--- config.mk ---
export PLATFORM = sky130hd
export DESIGN_NAME = tcu_top
export DESIGN_NICKNAME = d
export VERILOG_FILES = /design/src/core/tcu_pkg.sv /design/src/core/tcu_top.sv
export SDC_FILE = /design/constraint.sdc
export NUM_CORES = 1
export LEC_CHECK = 0
export BUFFER_PORTS_ARGS = -buffer_cell sky130_fd_sc_hd__buf_4
export CAP_MARGIN = 25
export CORE_ASPECT_RATIO = 0.75
export CORE_UTILIZATION = 30
export DETAILED_ROUTE_END_ITERATION = 8
export PLACE_DENSITY_LB_ADDON = 0.05
export SKIP_LAST_GASP = 1
export SLEW_MARGIN = 20
export SYNTH_ARGS = -nofsm -noshare
export SYNTH_HDL_FRONTEND = slang
export SYNTH_SLANG_ARGS = --single-unit
--- constraint.sdc ---
create_clock -name clk_i -period 4.62 [get_ports clk_i]
set_input_delay 0.462 -clock clk_i [delete_from_list [all_inputs] [get_ports clk_i]]
set_output_delay 0.462 -clock clk_i [all_outputs]
set_load 0.02 [all_outputs]
--- src/core/tcu_pkg.sv ---
// package for the pulse-width timer/capture unit: register map, control layout, reset values
// assumes a 32-bit bus with word-aligned registers and byte addresses on adr_i
package tcu_pkg;

  // register byte offsets
  localparam logic [3:0] TCU_OFS_COUNT = 4'h0;
  localparam logic [3:0] TCU_OFS_HREF  = 4'h4;
  localparam logic [3:0] TCU_OFS_LREF  = 4'h8;
  localparam logic [3:0] TCU_OFS_CTRL  = 4'hc;
  localparam int         TCU_OFS_W     = 4;  // low address bits that pick a register

  // bus widths and constants
  localparam int          TCU_DATA_W    = 32;
  localparam int          TCU_CTRL_W    = 9;
  localparam logic [3:0]  TCU_SEL_FULL  = 4'hf;
  localparam logic [31:0] TCU_ZERO32    = 32'h0000_0000;
  localparam logic [31:0] TCU_ONE32     = 32'h0000_0001;

  // control field positions
  localparam int TCU_CB_EN     = 0;
  localparam int TCU_CB_ECLK   = 1;
  localparam int TCU_CB_POL    = 2;
  localparam int TCU_CB_OE     = 3;
  localparam int TCU_CB_SINGLE = 4;
  localparam int TCU_CB_IRQEN  = 5;
  localparam int TCU_CB_PEND   = 6;
  localparam int TCU_CB_CLR    = 7;
  localparam int TCU_CB_CAPT   = 8;

  // control register layout, msb first
  typedef struct packed {
    logic capture_enable;        // bit 8
    logic count_clear;           // bit 7
    logic irq_pending;           // bit 6
    logic irq_enable;            // bit 5
    logic single_run;            // bit 4
    logic out_enable;            // bit 3
    logic edge_polarity_select;  // bit 2
    logic ext_clock_sel;         // bit 1
    logic count_enable;          // bit 0
  } tcu_ctrl_t;

  localparam tcu_ctrl_t TCU_CTRL_RST = '0;

  // register selector produced by the address decode
  typedef enum logic [2:0] {
    TCU_R_COUNT,
    TCU_R_HREF,
    TCU_R_LREF,
    TCU_R_CTRL,
    TCU_R_NONE
  } tcu_reg_t;

  // synchronised samples of one pad input
  typedef struct packed {
    logic s1;  // first stage
    logic s2;  // stable sample
    logic s3;  // previous stable sample
  } tcu_sync_t;

endpackage : tcu_pkg

--- src/core/tcu_top.sv ---
// pulse-width timer/capture unit: counter, two reference/capture registers, wishbone slave
// assumes pad inputs already in the system clock domain timing sense; bus is classic wishbone
//
// Operation
// - a 32-bit count advances by one per selected counting clock when permitted.
// - control bit 0 set lets the count advance; cleared, it holds.
// - control bit 1 picks external clock/gate pin, else system clock.
// - control bit 2 set: falling edges counted, low gates; cleared: rising, high.
// - on system clock, external pin at gating level suppresses increments.
// - active-low driver enable pin shows inverse of control bit 3, registered one cycle after it.
// - bit 4 set stops at low reference; cleared restarts from zero there.
// - bit 5 set raises interrupt on count equal to high or low reference.
// - bit 6 reads pending interrupt; writing one clears it.
// - count held at zero while control bit 7 is set.
// - control bit 8 enables capture; cleared, capture edges are ignored.
// - capture rising edge copies count to high ref, falling to low ref.
// - pulse output rises at high reference count, falls at low reference.
// - reset clears all control bits and the three count/reference registers.
// - all registers, the count included, on system clock; the selected source only enables increments.
`timescale 1ns/1ps

module tcu_top
  import tcu_pkg::*;
#(
  parameter int ADR_W = 15  // wishbone address width
) (
  input  wire logic                  clk_i,      // system clock
  input  wire logic                  rst_n_i,    // async reset, active low
  input  wire logic                  cyc_i,      // bus cycle valid
  input  wire logic                  stb_i,      // transfer strobe
  input  wire logic                  we_i,       // write when high
  input  wire logic [ADR_W-1:0]      adr_i,      // byte address
  input  wire logic [3:0]            sel_i,      // byte selects
  input  wire logic [TCU_DATA_W-1:0] dat_i,      // write data
  output logic      [TCU_DATA_W-1:0] dat_o,      // read data
  output logic                       ack_o,      // normal termination
  output logic                       err_o,      // error termination
  output logic                       rty_o,      // retry, never used
  output logic                       inta_o,     // interrupt request
  input  wire logic                  ext_clk_i,  // external clock/gate pad
  input  wire logic                  capture_i,  // capture pad
  output logic                       pwm_o,      // pulse output
  output logic                       pwm_oe_n_o  // driver enable, active low
);

  ////////////////////////////////////////////////////////////////////////////////
  // elaboration check

  // low four address bits carry the register map
  if (ADR_W < TCU_OFS_W) begin : g_adr_check
    $error("tcu_top: ADR_W must be at least 4");
  end

  ////////////////////////////////////////////////////////////////////////////////
  // declarations

  tcu_ctrl_t             ctrl_q;
  logic [TCU_DATA_W-1:0] count_q;
  logic [TCU_DATA_W-1:0] count_d;
  logic [TCU_DATA_W-1:0] href_q;
  logic [TCU_DATA_W-1:0] lref_q;
  logic [TCU_DATA_W-1:0] rdata_d;
  tcu_sync_t             eclk_q;
  tcu_sync_t             capt_q;
  logic                  ack_q;
  logic                  err_q;
  logic                  inta_q;
  logic                  pwm_q;
  logic                  oe_n_q;
  logic                  match_prev_q;
  logic                  req;
  logic                  acc_ok;
  logic                  wr_go;
  tcu_reg_t              sel_reg;
  logic                  eclk_rise;
  logic                  eclk_fall;
  logic                  eclk_edge;
  logic                  gate_on;
  logic                  tick;
  logic                  href_hit;
  logic                  lref_hit;
  logic                  match_any;
  logic                  irq_event;
  logic                  capt_rise;
  logic                  capt_fall;

  ////////////////////////////////////////////////////////////////////////////////
  // address decode

  // map a byte address onto a register; anything else is unmapped
  // unaligned and high addresses fall out as unmapped and answer with err_o
  function automatic tcu_reg_t decode_reg(input logic [ADR_W-1:0] adr);
    tcu_reg_t r;
    r = TCU_R_NONE;
    if ((adr >> TCU_OFS_W) == '0) begin
      case (adr[TCU_OFS_W-1:0])
        TCU_OFS_COUNT: r = TCU_R_COUNT;
        TCU_OFS_HREF:  r = TCU_R_HREF;
        TCU_OFS_LREF:  r = TCU_R_LREF;
        TCU_OFS_CTRL:  r = TCU_R_CTRL;
        default:       r = TCU_R_NONE;
      endcase
    end
    return r;
  endfunction : decode_reg

  // new request only when no termination is already on the bus
  assign req     = cyc_i & stb_i & ~ack_q & ~err_q;
  assign sel_reg = decode_reg(adr_i);
  assign acc_ok  = (sel_reg != TCU_R_NONE) && (sel_i == TCU_SEL_FULL);
  assign wr_go   = req & acc_ok & we_i;

  ////////////////////////////////////////////////////////////////////////////////
  // bus terminations

  // one-cycle ack or err per request, rty held low
  // ack_q high blocks a retake, so a held strobe is served every second cycle
  always_ff @(posedge clk_i or negedge rst_n_i) begin
    if (!rst_n_i) begin
      ack_q <= 1'b0;
      err_q <= 1'b0;
    end else begin
      ack_q <= req & acc_ok;
      err_q <= req & ~acc_ok;
    end
  end

  assign ack_o = ack_q;
  assign err_o = err_q;
  assign rty_o = 1'b0;

  // read mux, pending flag appears in bit 6
  always_comb begin
    rdata_d = TCU_ZERO32;
    case (decode_reg(adr_i))
      TCU_R_COUNT: rdata_d = count_q;
      TCU_R_HREF:  rdata_d = href_q;
      TCU_R_LREF:  rdata_d = lref_q;
      TCU_R_CTRL:  rdata_d = {{(TCU_DATA_W-TCU_CTRL_W){1'b0}}, ctrl_q};
      default:     rdata_d = TCU_ZERO32;
    endcase
  end

  // read data captured with the ack
  // dat_o keeps the last read word; writes and refused requests leave it alone
  always_ff @(posedge clk_i or negedge rst_n_i) begin
    if (!rst_n_i) begin
      dat_o <= TCU_ZERO32;
    end else if (req & acc_ok & ~we_i) begin
      dat_o <= rdata_d;
    end
  end

  ////////////////////////////////////////////////////////////////////////////////
  // pad synchronisers

  // two-stage sync
  // s1 may settle late, so only s2 reads it; edges come from s2 against s3
  always_ff @(posedge clk_i or negedge rst_n_i) begin
    if (!rst_n_i) begin
      eclk_q <= '0;
      capt_q <= '0;
    end else begin
      eclk_q <= '{s1: ext_clk_i, s2: eclk_q.s1, s3: eclk_q.s2};
      capt_q <= '{s1: capture_i, s2: capt_q.s1, s3: capt_q.s2};
    end
  end

  assign eclk_rise = eclk_q.s2 & ~eclk_q.s3;
  assign eclk_fall = ~eclk_q.s2 & eclk_q.s3;
  assign capt_rise = capt_q.s2 & ~capt_q.s3;
  assign capt_fall = ~capt_q.s2 & capt_q.s3;

  ////////////////////////////////////////////////////////////////////////////////
  // count source selection

  assign eclk_edge = ctrl_q.edge_polarity_select ? eclk_fall : eclk_rise;
  // gating level
  // a pad pulse shorter than one cycle can slip past the gate unseen
  assign gate_on   = ctrl_q.edge_polarity_select ? ~eclk_q.s2 : eclk_q.s2;

  assign tick = ctrl_q.count_enable & ~ctrl_q.count_clear &
                (ctrl_q.ext_clock_sel ? eclk_edge : ~gate_on);

  // comparators on the live count
  assign href_hit  = (count_q == href_q);
  assign lref_hit  = (count_q == lref_q);
  assign match_any = href_hit | lref_hit;

  ////////////////////////////////////////////////////////////////////////////////
  // counter

  // next count value
  always_comb begin
    count_d = count_q;
    if (ctrl_q.count_clear) begin
      count_d = TCU_ZERO32;
    end else if (wr_go && sel_reg == TCU_R_COUNT) begin
      count_d = dat_i;
    end else if (tick) begin
      if (lref_hit) begin
        count_d = ctrl_q.single_run ? count_q : TCU_ZERO32;
      end else begin
        count_d = count_q + TCU_ONE32;
      end
    end
  end

  // count updated on the system clock, stepped by the selected source's tick
  // one clock domain: the external source arrives as a synchronised edge that
  // enables the increment, so no count word ever crosses between clocks
  always_ff @(posedge clk_i or negedge rst_n_i) begin
    if (!rst_n_i) begin
      count_q <= TCU_ZERO32;
    end else begin
      count_q <= count_d;
    end
  end

  ////////////////////////////////////////////////////////////////////////////////
  // reference/capture registers

  always_ff @(posedge clk_i or negedge rst_n_i) begin
    if (!rst_n_i) begin
      href_q <= TCU_ZERO32;
    end else if (ctrl_q.capture_enable && capt_rise) begin
      href_q <= count_q;
    end else if (wr_go && sel_reg == TCU_R_HREF) begin
      href_q <= dat_i;
    end
  end

  always_ff @(posedge clk_i or negedge rst_n_i) begin
    if (!rst_n_i) begin
      lref_q <= TCU_ZERO32;
    end else if (ctrl_q.capture_enable && capt_fall) begin
      lref_q <= count_q;
    end else if (wr_go && sel_reg == TCU_R_LREF) begin
      lref_q <= dat_i;
    end
  end

  ////////////////////////////////////////////////////////////////////////////////
  // control register and pending flag

  // fire once on entry into a reference match
  always_ff @(posedge clk_i or negedge rst_n_i) begin
    if (!rst_n_i) begin
      match_prev_q <= 1'b0;
    end else begin
      match_prev_q <= match_any;
    end
  end

  // event only when enabled
  // pending sets on entry into a match, not on its level, so a count held
  // at a reference does not re-arm a flag that software has just cleared
  assign irq_event = ctrl_q.irq_enable & match_any & ~match_prev_q;

  // all control bits reset to zero
  always_ff @(posedge clk_i or negedge rst_n_i) begin
    if (!rst_n_i) begin
      ctrl_q <= TCU_CTRL_RST;
    end else begin
      if (wr_go && sel_reg == TCU_R_CTRL) begin
        ctrl_q.count_enable         <= dat_i[TCU_CB_EN];
        ctrl_q.ext_clock_sel        <= dat_i[TCU_CB_ECLK];
        ctrl_q.edge_polarity_select <= dat_i[TCU_CB_POL];
        ctrl_q.out_enable           <= dat_i[TCU_CB_OE];
        ctrl_q.single_run           <= dat_i[TCU_CB_SINGLE];
        ctrl_q.irq_enable           <= dat_i[TCU_CB_IRQEN];
        ctrl_q.count_clear          <= dat_i[TCU_CB_CLR];
        ctrl_q.capture_enable       <= dat_i[TCU_CB_CAPT];
      end
      if (irq_event) begin
        ctrl_q.irq_pending <= 1'b1;
      end else if (wr_go && sel_reg == TCU_R_CTRL && dat_i[TCU_CB_PEND]) begin
        ctrl_q.irq_pending <= 1'b0;
      end
    end
  end

  ////////////////////////////////////////////////////////////////////////////////
  // interrupt output

  always_ff @(posedge clk_i or negedge rst_n_i) begin
    if (!rst_n_i) begin
      inta_q <= 1'b0;
    end else begin
      inta_q <= ctrl_q.irq_pending & ctrl_q.irq_enable;
    end
  end

  assign inta_o = inta_q;

  ////////////////////////////////////////////////////////////////////////////////
  // pulse output and driver enable

  // rise at high ref, fall at low ref
  // count clear and the low match both win over the high match, so equal
  // references leave the output low
  always_ff @(posedge clk_i or negedge rst_n_i) begin
    if (!rst_n_i) begin
      pwm_q <= 1'b0;
    end else if (ctrl_q.count_clear || lref_hit) begin
      pwm_q <= 1'b0;
    end else if (href_hit) begin
      pwm_q <= 1'b1;
    end
  end

  assign pwm_o = pwm_q;

  always_ff @(posedge clk_i or negedge rst_n_i) begin
    if (!rst_n_i) begin
      oe_n_q <= 1'b1;
    end else begin
      oe_n_q <= ~ctrl_q.out_enable;
    end
  end

  assign pwm_oe_n_o = oe_n_q;

endmodule : tcu_top

After elaboration in Yosys (flattened, before gate mapping)
Cells that the tools add are included.
{"block": "totals", "register_bits": 149, "out_inout_bits": 38}
{"block": "op_classes", "add_sub_neg": 1, "n_eq_ne": 11, "muxes": 19, "bitwise": 29, "reduce_logical": 18}
{"cell": "two-way mux 32 bit", "n": 9}
{"cell": "one-hot mux 32 bit (4 select lines)", "n": 1}
{"cell": "equality test 32 bit", "n": 2}
{"cell": "adder 32 x 1 -> 32 bit, second input constant", "n": 1}
{"cell": "AND 1 bit", "n": 16}
{"cell": "zero test 15 bit", "n": 1}
{"cell": "equality test 4 bit, second input constant", "n": 3}
{"cell": "inverter 1 bit", "n": 12}
{"cell": "one-hot mux 3 bit (4 select lines)", "n": 1}
{"cell": "logical AND 1 bit", "n": 8}
{"cell": "nonzero test 2 bit", "n": 4}
{"cell": "two-way mux 1 bit", "n": 7}
{"cell": "equality test 3 x 2 -> 1 bit, second input constant", "n": 2}
{"cell": "equality test 4 x 3 -> 1 bit, second input constant", "n": 1}
{"cell": "zero test 4 bit", "n": 1}
{"cell": "!= test 4 x 3 -> 1 bit, second input constant", "n": 1}
{"cell": "equality test 3 x 1 -> 1 bit, second input constant", "n": 1}
{"cell": "zero test 3 bit", "n": 1}
{"cell": "two-way mux 3 bit", "n": 1}
{"cell": "!= test 3 bit, second input constant", "n": 1}
{"cell": "nonzero test 3 bit", "n": 1}
{"cell": "AND reduction 2 bit", "n": 1}
{"cell": "logical OR 1 bit", "n": 1}
{"cell": "OR 1 bit", "n": 1}

Longest topological paths before layout
{"block": "depth", "depth_word": 11, "ltp_mapped": 9}

Least setup slack after synthesis
No wires, ideal clock.
{"block": "synth_path", "kind": "input to register", "from": "in adr_i[3]", "to": "reg count_q[20]", "setup_time_ps": 125, "arrival_ps": 2143, "slack_ps": 2352, "cell_stages": 7, "n_path_buf": 1, "path_cell_list": "buf_4 -> or3b_4 -> or3_4 -> o21ai_4 -> a21oi_2 -> a32o_1 -> mux2_2"}
{"block": "synth_between", "elab_chain_len": 10, "word_cells_on_any_way": 17}
{"element": "start: declaration", "line": "tcu_top.sv:32", "text": "input wire logic [ADR_W-1:0] adr_i,"}
{"element": "equality test 4 bit (tied with other cells)", "line": "tcu_top.sv:96", "text": "case (adr[TCU_OFS_W-1:0])"}
{"element": "one-hot mux 3 bit (4 select lines) (*)", "line": "tcu_top.sv:96"}
{"element": "two-way mux 3 bit (*)", "line": "tcu_top.sv:95", "text": "if ((adr >> TCU_OFS_W) == '0) begin"}
{"element": "!= test 3 bit", "line": "tcu_top.sv:110", "text": "assign acc_ok = (sel_reg != TCU_R_NONE) && (sel_i == TCU_SEL_FULL);"}
{"element": "logical AND 1 bit", "line": "tcu_top.sv:110"}
{"element": "AND 1 bit (2 in series)", "line": "tcu_top.sv:111", "text": "assign wr_go = req & acc_ok & we_i;"}
{"element": "logical AND 1 bit (*)", "line": "tcu_top.sv:198", "text": "end else if (wr_go && sel_reg == TCU_R_COUNT) begin"}
{"element": "!= test 4 x 3 -> 1 bit (no source line) (tied with other cells)"}
{"element": "AND reduction 2 bit (no source line) or two-way mux 32 bit (tied branches)"}
{"element": "end signal: assignment", "line": "tcu_top.sv:216", "text": "count_q <= count_d;"}
{"element": "end: declaration", "line": "tcu_top.sv:58", "text": "logic [TCU_DATA_W-1:0] count_q;"}
Every way passes the cells marked *; elsewhere a longest branch is shown, timed or not.
A chain may end at the register's enable or synchronous reset.

Worst setup path in the final report
{"block": "layout_path", "from": "reg count_q[24]", "to": "reg count_q[20]"}
{"block": "layout_between", "elab_chain_len": 5, "word_cells_on_any_way": 7}
{"element": "equality test 32 bit (*)", "line": "tcu_top.sv:187", "text": "assign lref_hit = (count_q == lref_q);"}
{"element": "two-way mux 32 bit", "line": "tcu_top.sv:201", "text": "if (lref_hit) begin"}
{"element": "two-way mux 32 bit", "line": "tcu_top.sv:200", "text": "end else if (tick) begin"}
{"element": "two-way mux 32 bit", "line": "tcu_top.sv:198"}
{"element": "two-way mux 32 bit", "line": "tcu_top.sv:196", "text": "if (ctrl_q.count_clear) begin"}
Every way passes the cells marked *; elsewhere a longest branch is shown, timed or not. The select of a mux whose other input is x is not followed.

==> flow_summary.ini <==
[timing]
worst-slew-pin-transition_ns = 1.150
max_freq_mhz = 308.3
layout_min_cycle_time_ns = 3.244
rsz0062_at_grt = false
slew_headroom = 0.2334
skew_ns = 0.01170
setup_tns_ns = 0
hold_viol_final = 0
slew_viol_final = 0
finalSetupViolCount = 0
hold_ws_ns = 0.04163
finalCritPeriodShare = 0.7021

[clock_tree]
cts.sinks = 149
post_cts_buffers = 0
cts_tree = done
path_clk_slew_ns = 0.06
post_cts_resize_count = 0
htreeDepth = 4
postCtsHoldBufs = 0
insertion_delay_ns = 0.45
clk_path_buf_depth = 2
cts_made_buffers = 17
cts_root_buf = clkbuf_16

[floorplan]
num_io_pins = 96
num_rows = 54
fp.dieH_um = 151.5
fp.coreArea_mm2 = 0.02919
die_area_mm2 = 0.03049
die_x_um = 201.3
start_util = 0.3062

[critical_path]
crit_type = reg2reg
r2r_slack_ns = 1.38
path_buf_inv = 0
max_stage_delay_ns = 0.67
crit_path_end_kind = register
crit_arrival_ns = 3.58
timing.critical_path.slowest_stage_cell = dfrtp_1
worst_setup_path_start_kind = register
cp_top_family = simple AND/OR/NAND/NOR gates
critPathMaxFanout = 16
path_cells = xor2_1, nor4_1, and4_2, a31oi_4, nor2_4, mux2_2
crit_required_ns = 4.95

[logic_synthesis]
ys_types = 75
synthSimpleGateAreaFrac = 0.1603
synth_adder_area_share = 0.001400
synth_compound_area_frac = 0.1798
synth_xor_xnor_area_share = 0.07645
synthesis.area_mm2 = 0.008936
synth_seq_area_share = 0.4174
syn_nets = 1021
synth-main-ff-cell = dfrtp_1
synth_warnings = 0
synth_top_family_by_area = compound AO/OA/AOI/OAI gates
ys_seq_elements = 149
synthCells = 962
synthArstFlopShare = 1.000
syn_area_per_cell_um2 = 9.289
synthMuxAreaShare = 0.1136
synth_edf_count = 0

[global_route]
antenna_found_initial = 0
grt_pass1_vias = 7391
grt-ovfl-total = 0
grt_pass1_wl_mm = 47.42
grt_util_all_layers = 0.2095
grt_max_degree = 77

[run_status]
status = finished clean

[pwr]
ir_drop_uv = 219.2
p_leak_nw = 4.882
power_density_mw_per_mm2 = 283.3

[placed_design]
place_hpwl_mm = 21.88
numPortBuffers = 94
gp_congestion = 0.8394
postPlaceCellArea_mm2 = 0.009879

[routing]
viasPerCell = 5.291
drtIter0Drc = 433
vias = 7450
ant_nets = 0
drc = 0
wl_per_cell_um = 21.78
routed_wl_mm = 30.67
dr.pass1.iters = 5

[final_layout]
postLayoutCellArea_mm2 = 0.01051
n_antenna_cell = 0
fin_nets = 1063
layout-drive-gt1-share = 0.1772
syn2layout_area_growth_pct = 17.63

[hold_path]
min_path_type = in2async

[flow_run]
drv_cap = 0
-- per-stage QoR --
step	instances	total power [mW]	setup slack, ns	util
floorplan	962	1.380	2.352	-
global route	1408	3.084	1.258	0.3601
CTS	1408	3.018	1.445	0.3601
detailed placement	1377	1.476	1.416	0.3385
finish	1408	2.978	1.376	0.3601
global placement	1377	1.475	1.410	0.3383
-- metal layers --
metal | vias up | part of all wire | track usage
met1 | 3716 | 0.52 | 0.3123
met2 | 174 | 0.42 | 0.3047
met5 | - | 0 | 0
met4 | 0 | 0.012 | 0.05341
met3 | 23 | 0.046 | 0.04405
li1 | 3537 | - | -
-- cell type report --
type	instances	area, µm²
multi-input combinational	713	4763
sequential	149	3730
fill	3019	18680
timing repair buffer	108	839.6
clock inverter	12	178.9
inverter	15	56.30
tap	392	490.5
clock buffer	19	452.9
-- synth_stat cells (all sizes together), types with 3 or more instances --
master   count  area, µm²
a21oi      111      559.3
a22o        12      105.1
a22oi       11      82.58
a32o         3      30.03
and3         8      50.05
and4         4      36.29
buf         59      299.0
clkbuf      26      97.59
dfrtp      148       3704
inv         15      56.30
mux2         9      101.4
mux2i       71      710.7
mux4         9      202.7
nand2       84      317.8
nand2b       3      18.77
nand3       17      85.08
nand4       29      181.4
nor2       119      464.2
nor3         9      66.32
nor4        16      100.1
o21ai       24      157.7
o22ai        8      50.05
o2bb2ai      6      52.55
o31ai       37      282.8
o41ai        3      26.28
xnor2       34      297.8
xor2        44      385.4
-- where the power goes --
group          internal (mW)  total, mW  switching (mW)  leakage, nW
registers               1.31       1.31         0.00157         2.06
clock network          0.929       1.53           0.601        0.301
logic                 0.0544      0.138          0.0836         2.52
-- worst paths after layout --
path                                         start                 endpoint  cells after the start
setup / recovery           count_q[24]$_DFFE_PN0P_  count_q[20]$_DFFE_PN0P_                      6
hold / removal                             rst_n_i    dat_o[31]$_DFFE_PN0P_                      1
setup reg to reg           count_q[24]$_DFFE_PN0P_  count_q[20]$_DFFE_PN0P_                      6
hold reg to reg                eclk_q[2]$_DFF_PN0_      eclk_q[1]$_DFF_PN0_                      0
max in group asynchronous                  rst_n_i     pwm_oe_n_o$_DFF_PN1_                      2
min in group clk_i                       ext_clk_i      eclk_q[2]$_DFF_PN0_                      1
-- cells by family (layout without fill, tap and decap cells) --
logic type                 Yosys count  count (layout)
AOI/OAI and AO/OA                  242             242
xor gates and xnor gates            78              78
adders and majority gates            1               1
buffers and inverters              100             154
DFF                                149             149
muxes                               89              89
other                                1               1
and+or+nand+nor                    302             302
-- state kept, by name, summed over array words and instances, names as in the netlist --
register,cells
inta_o,1
count_q,32
ack_o,1
capt_q,3
pwm_oe_n_o,1
pwm_o,1
dat_o,32
match_prev_q,1
err_o,1
eclk_q,3
lref_q,32
href_q,32
ctrl_q,9
-- placed cells by master (no fill, tap or decap), drive strengths merged, types with 17 or more instances in the layout --
cell type / instances
nand4: 29
dfrtp: 148
nor2: 119
xor2: 44
nand3: 17
o31ai: 37
nand2: 84
xnor2: 34
clkbuf: 19
buf: 108
o21ai: 24
a21oi: 111
mux2i: 71
Power figures use the tool's default switching activity.
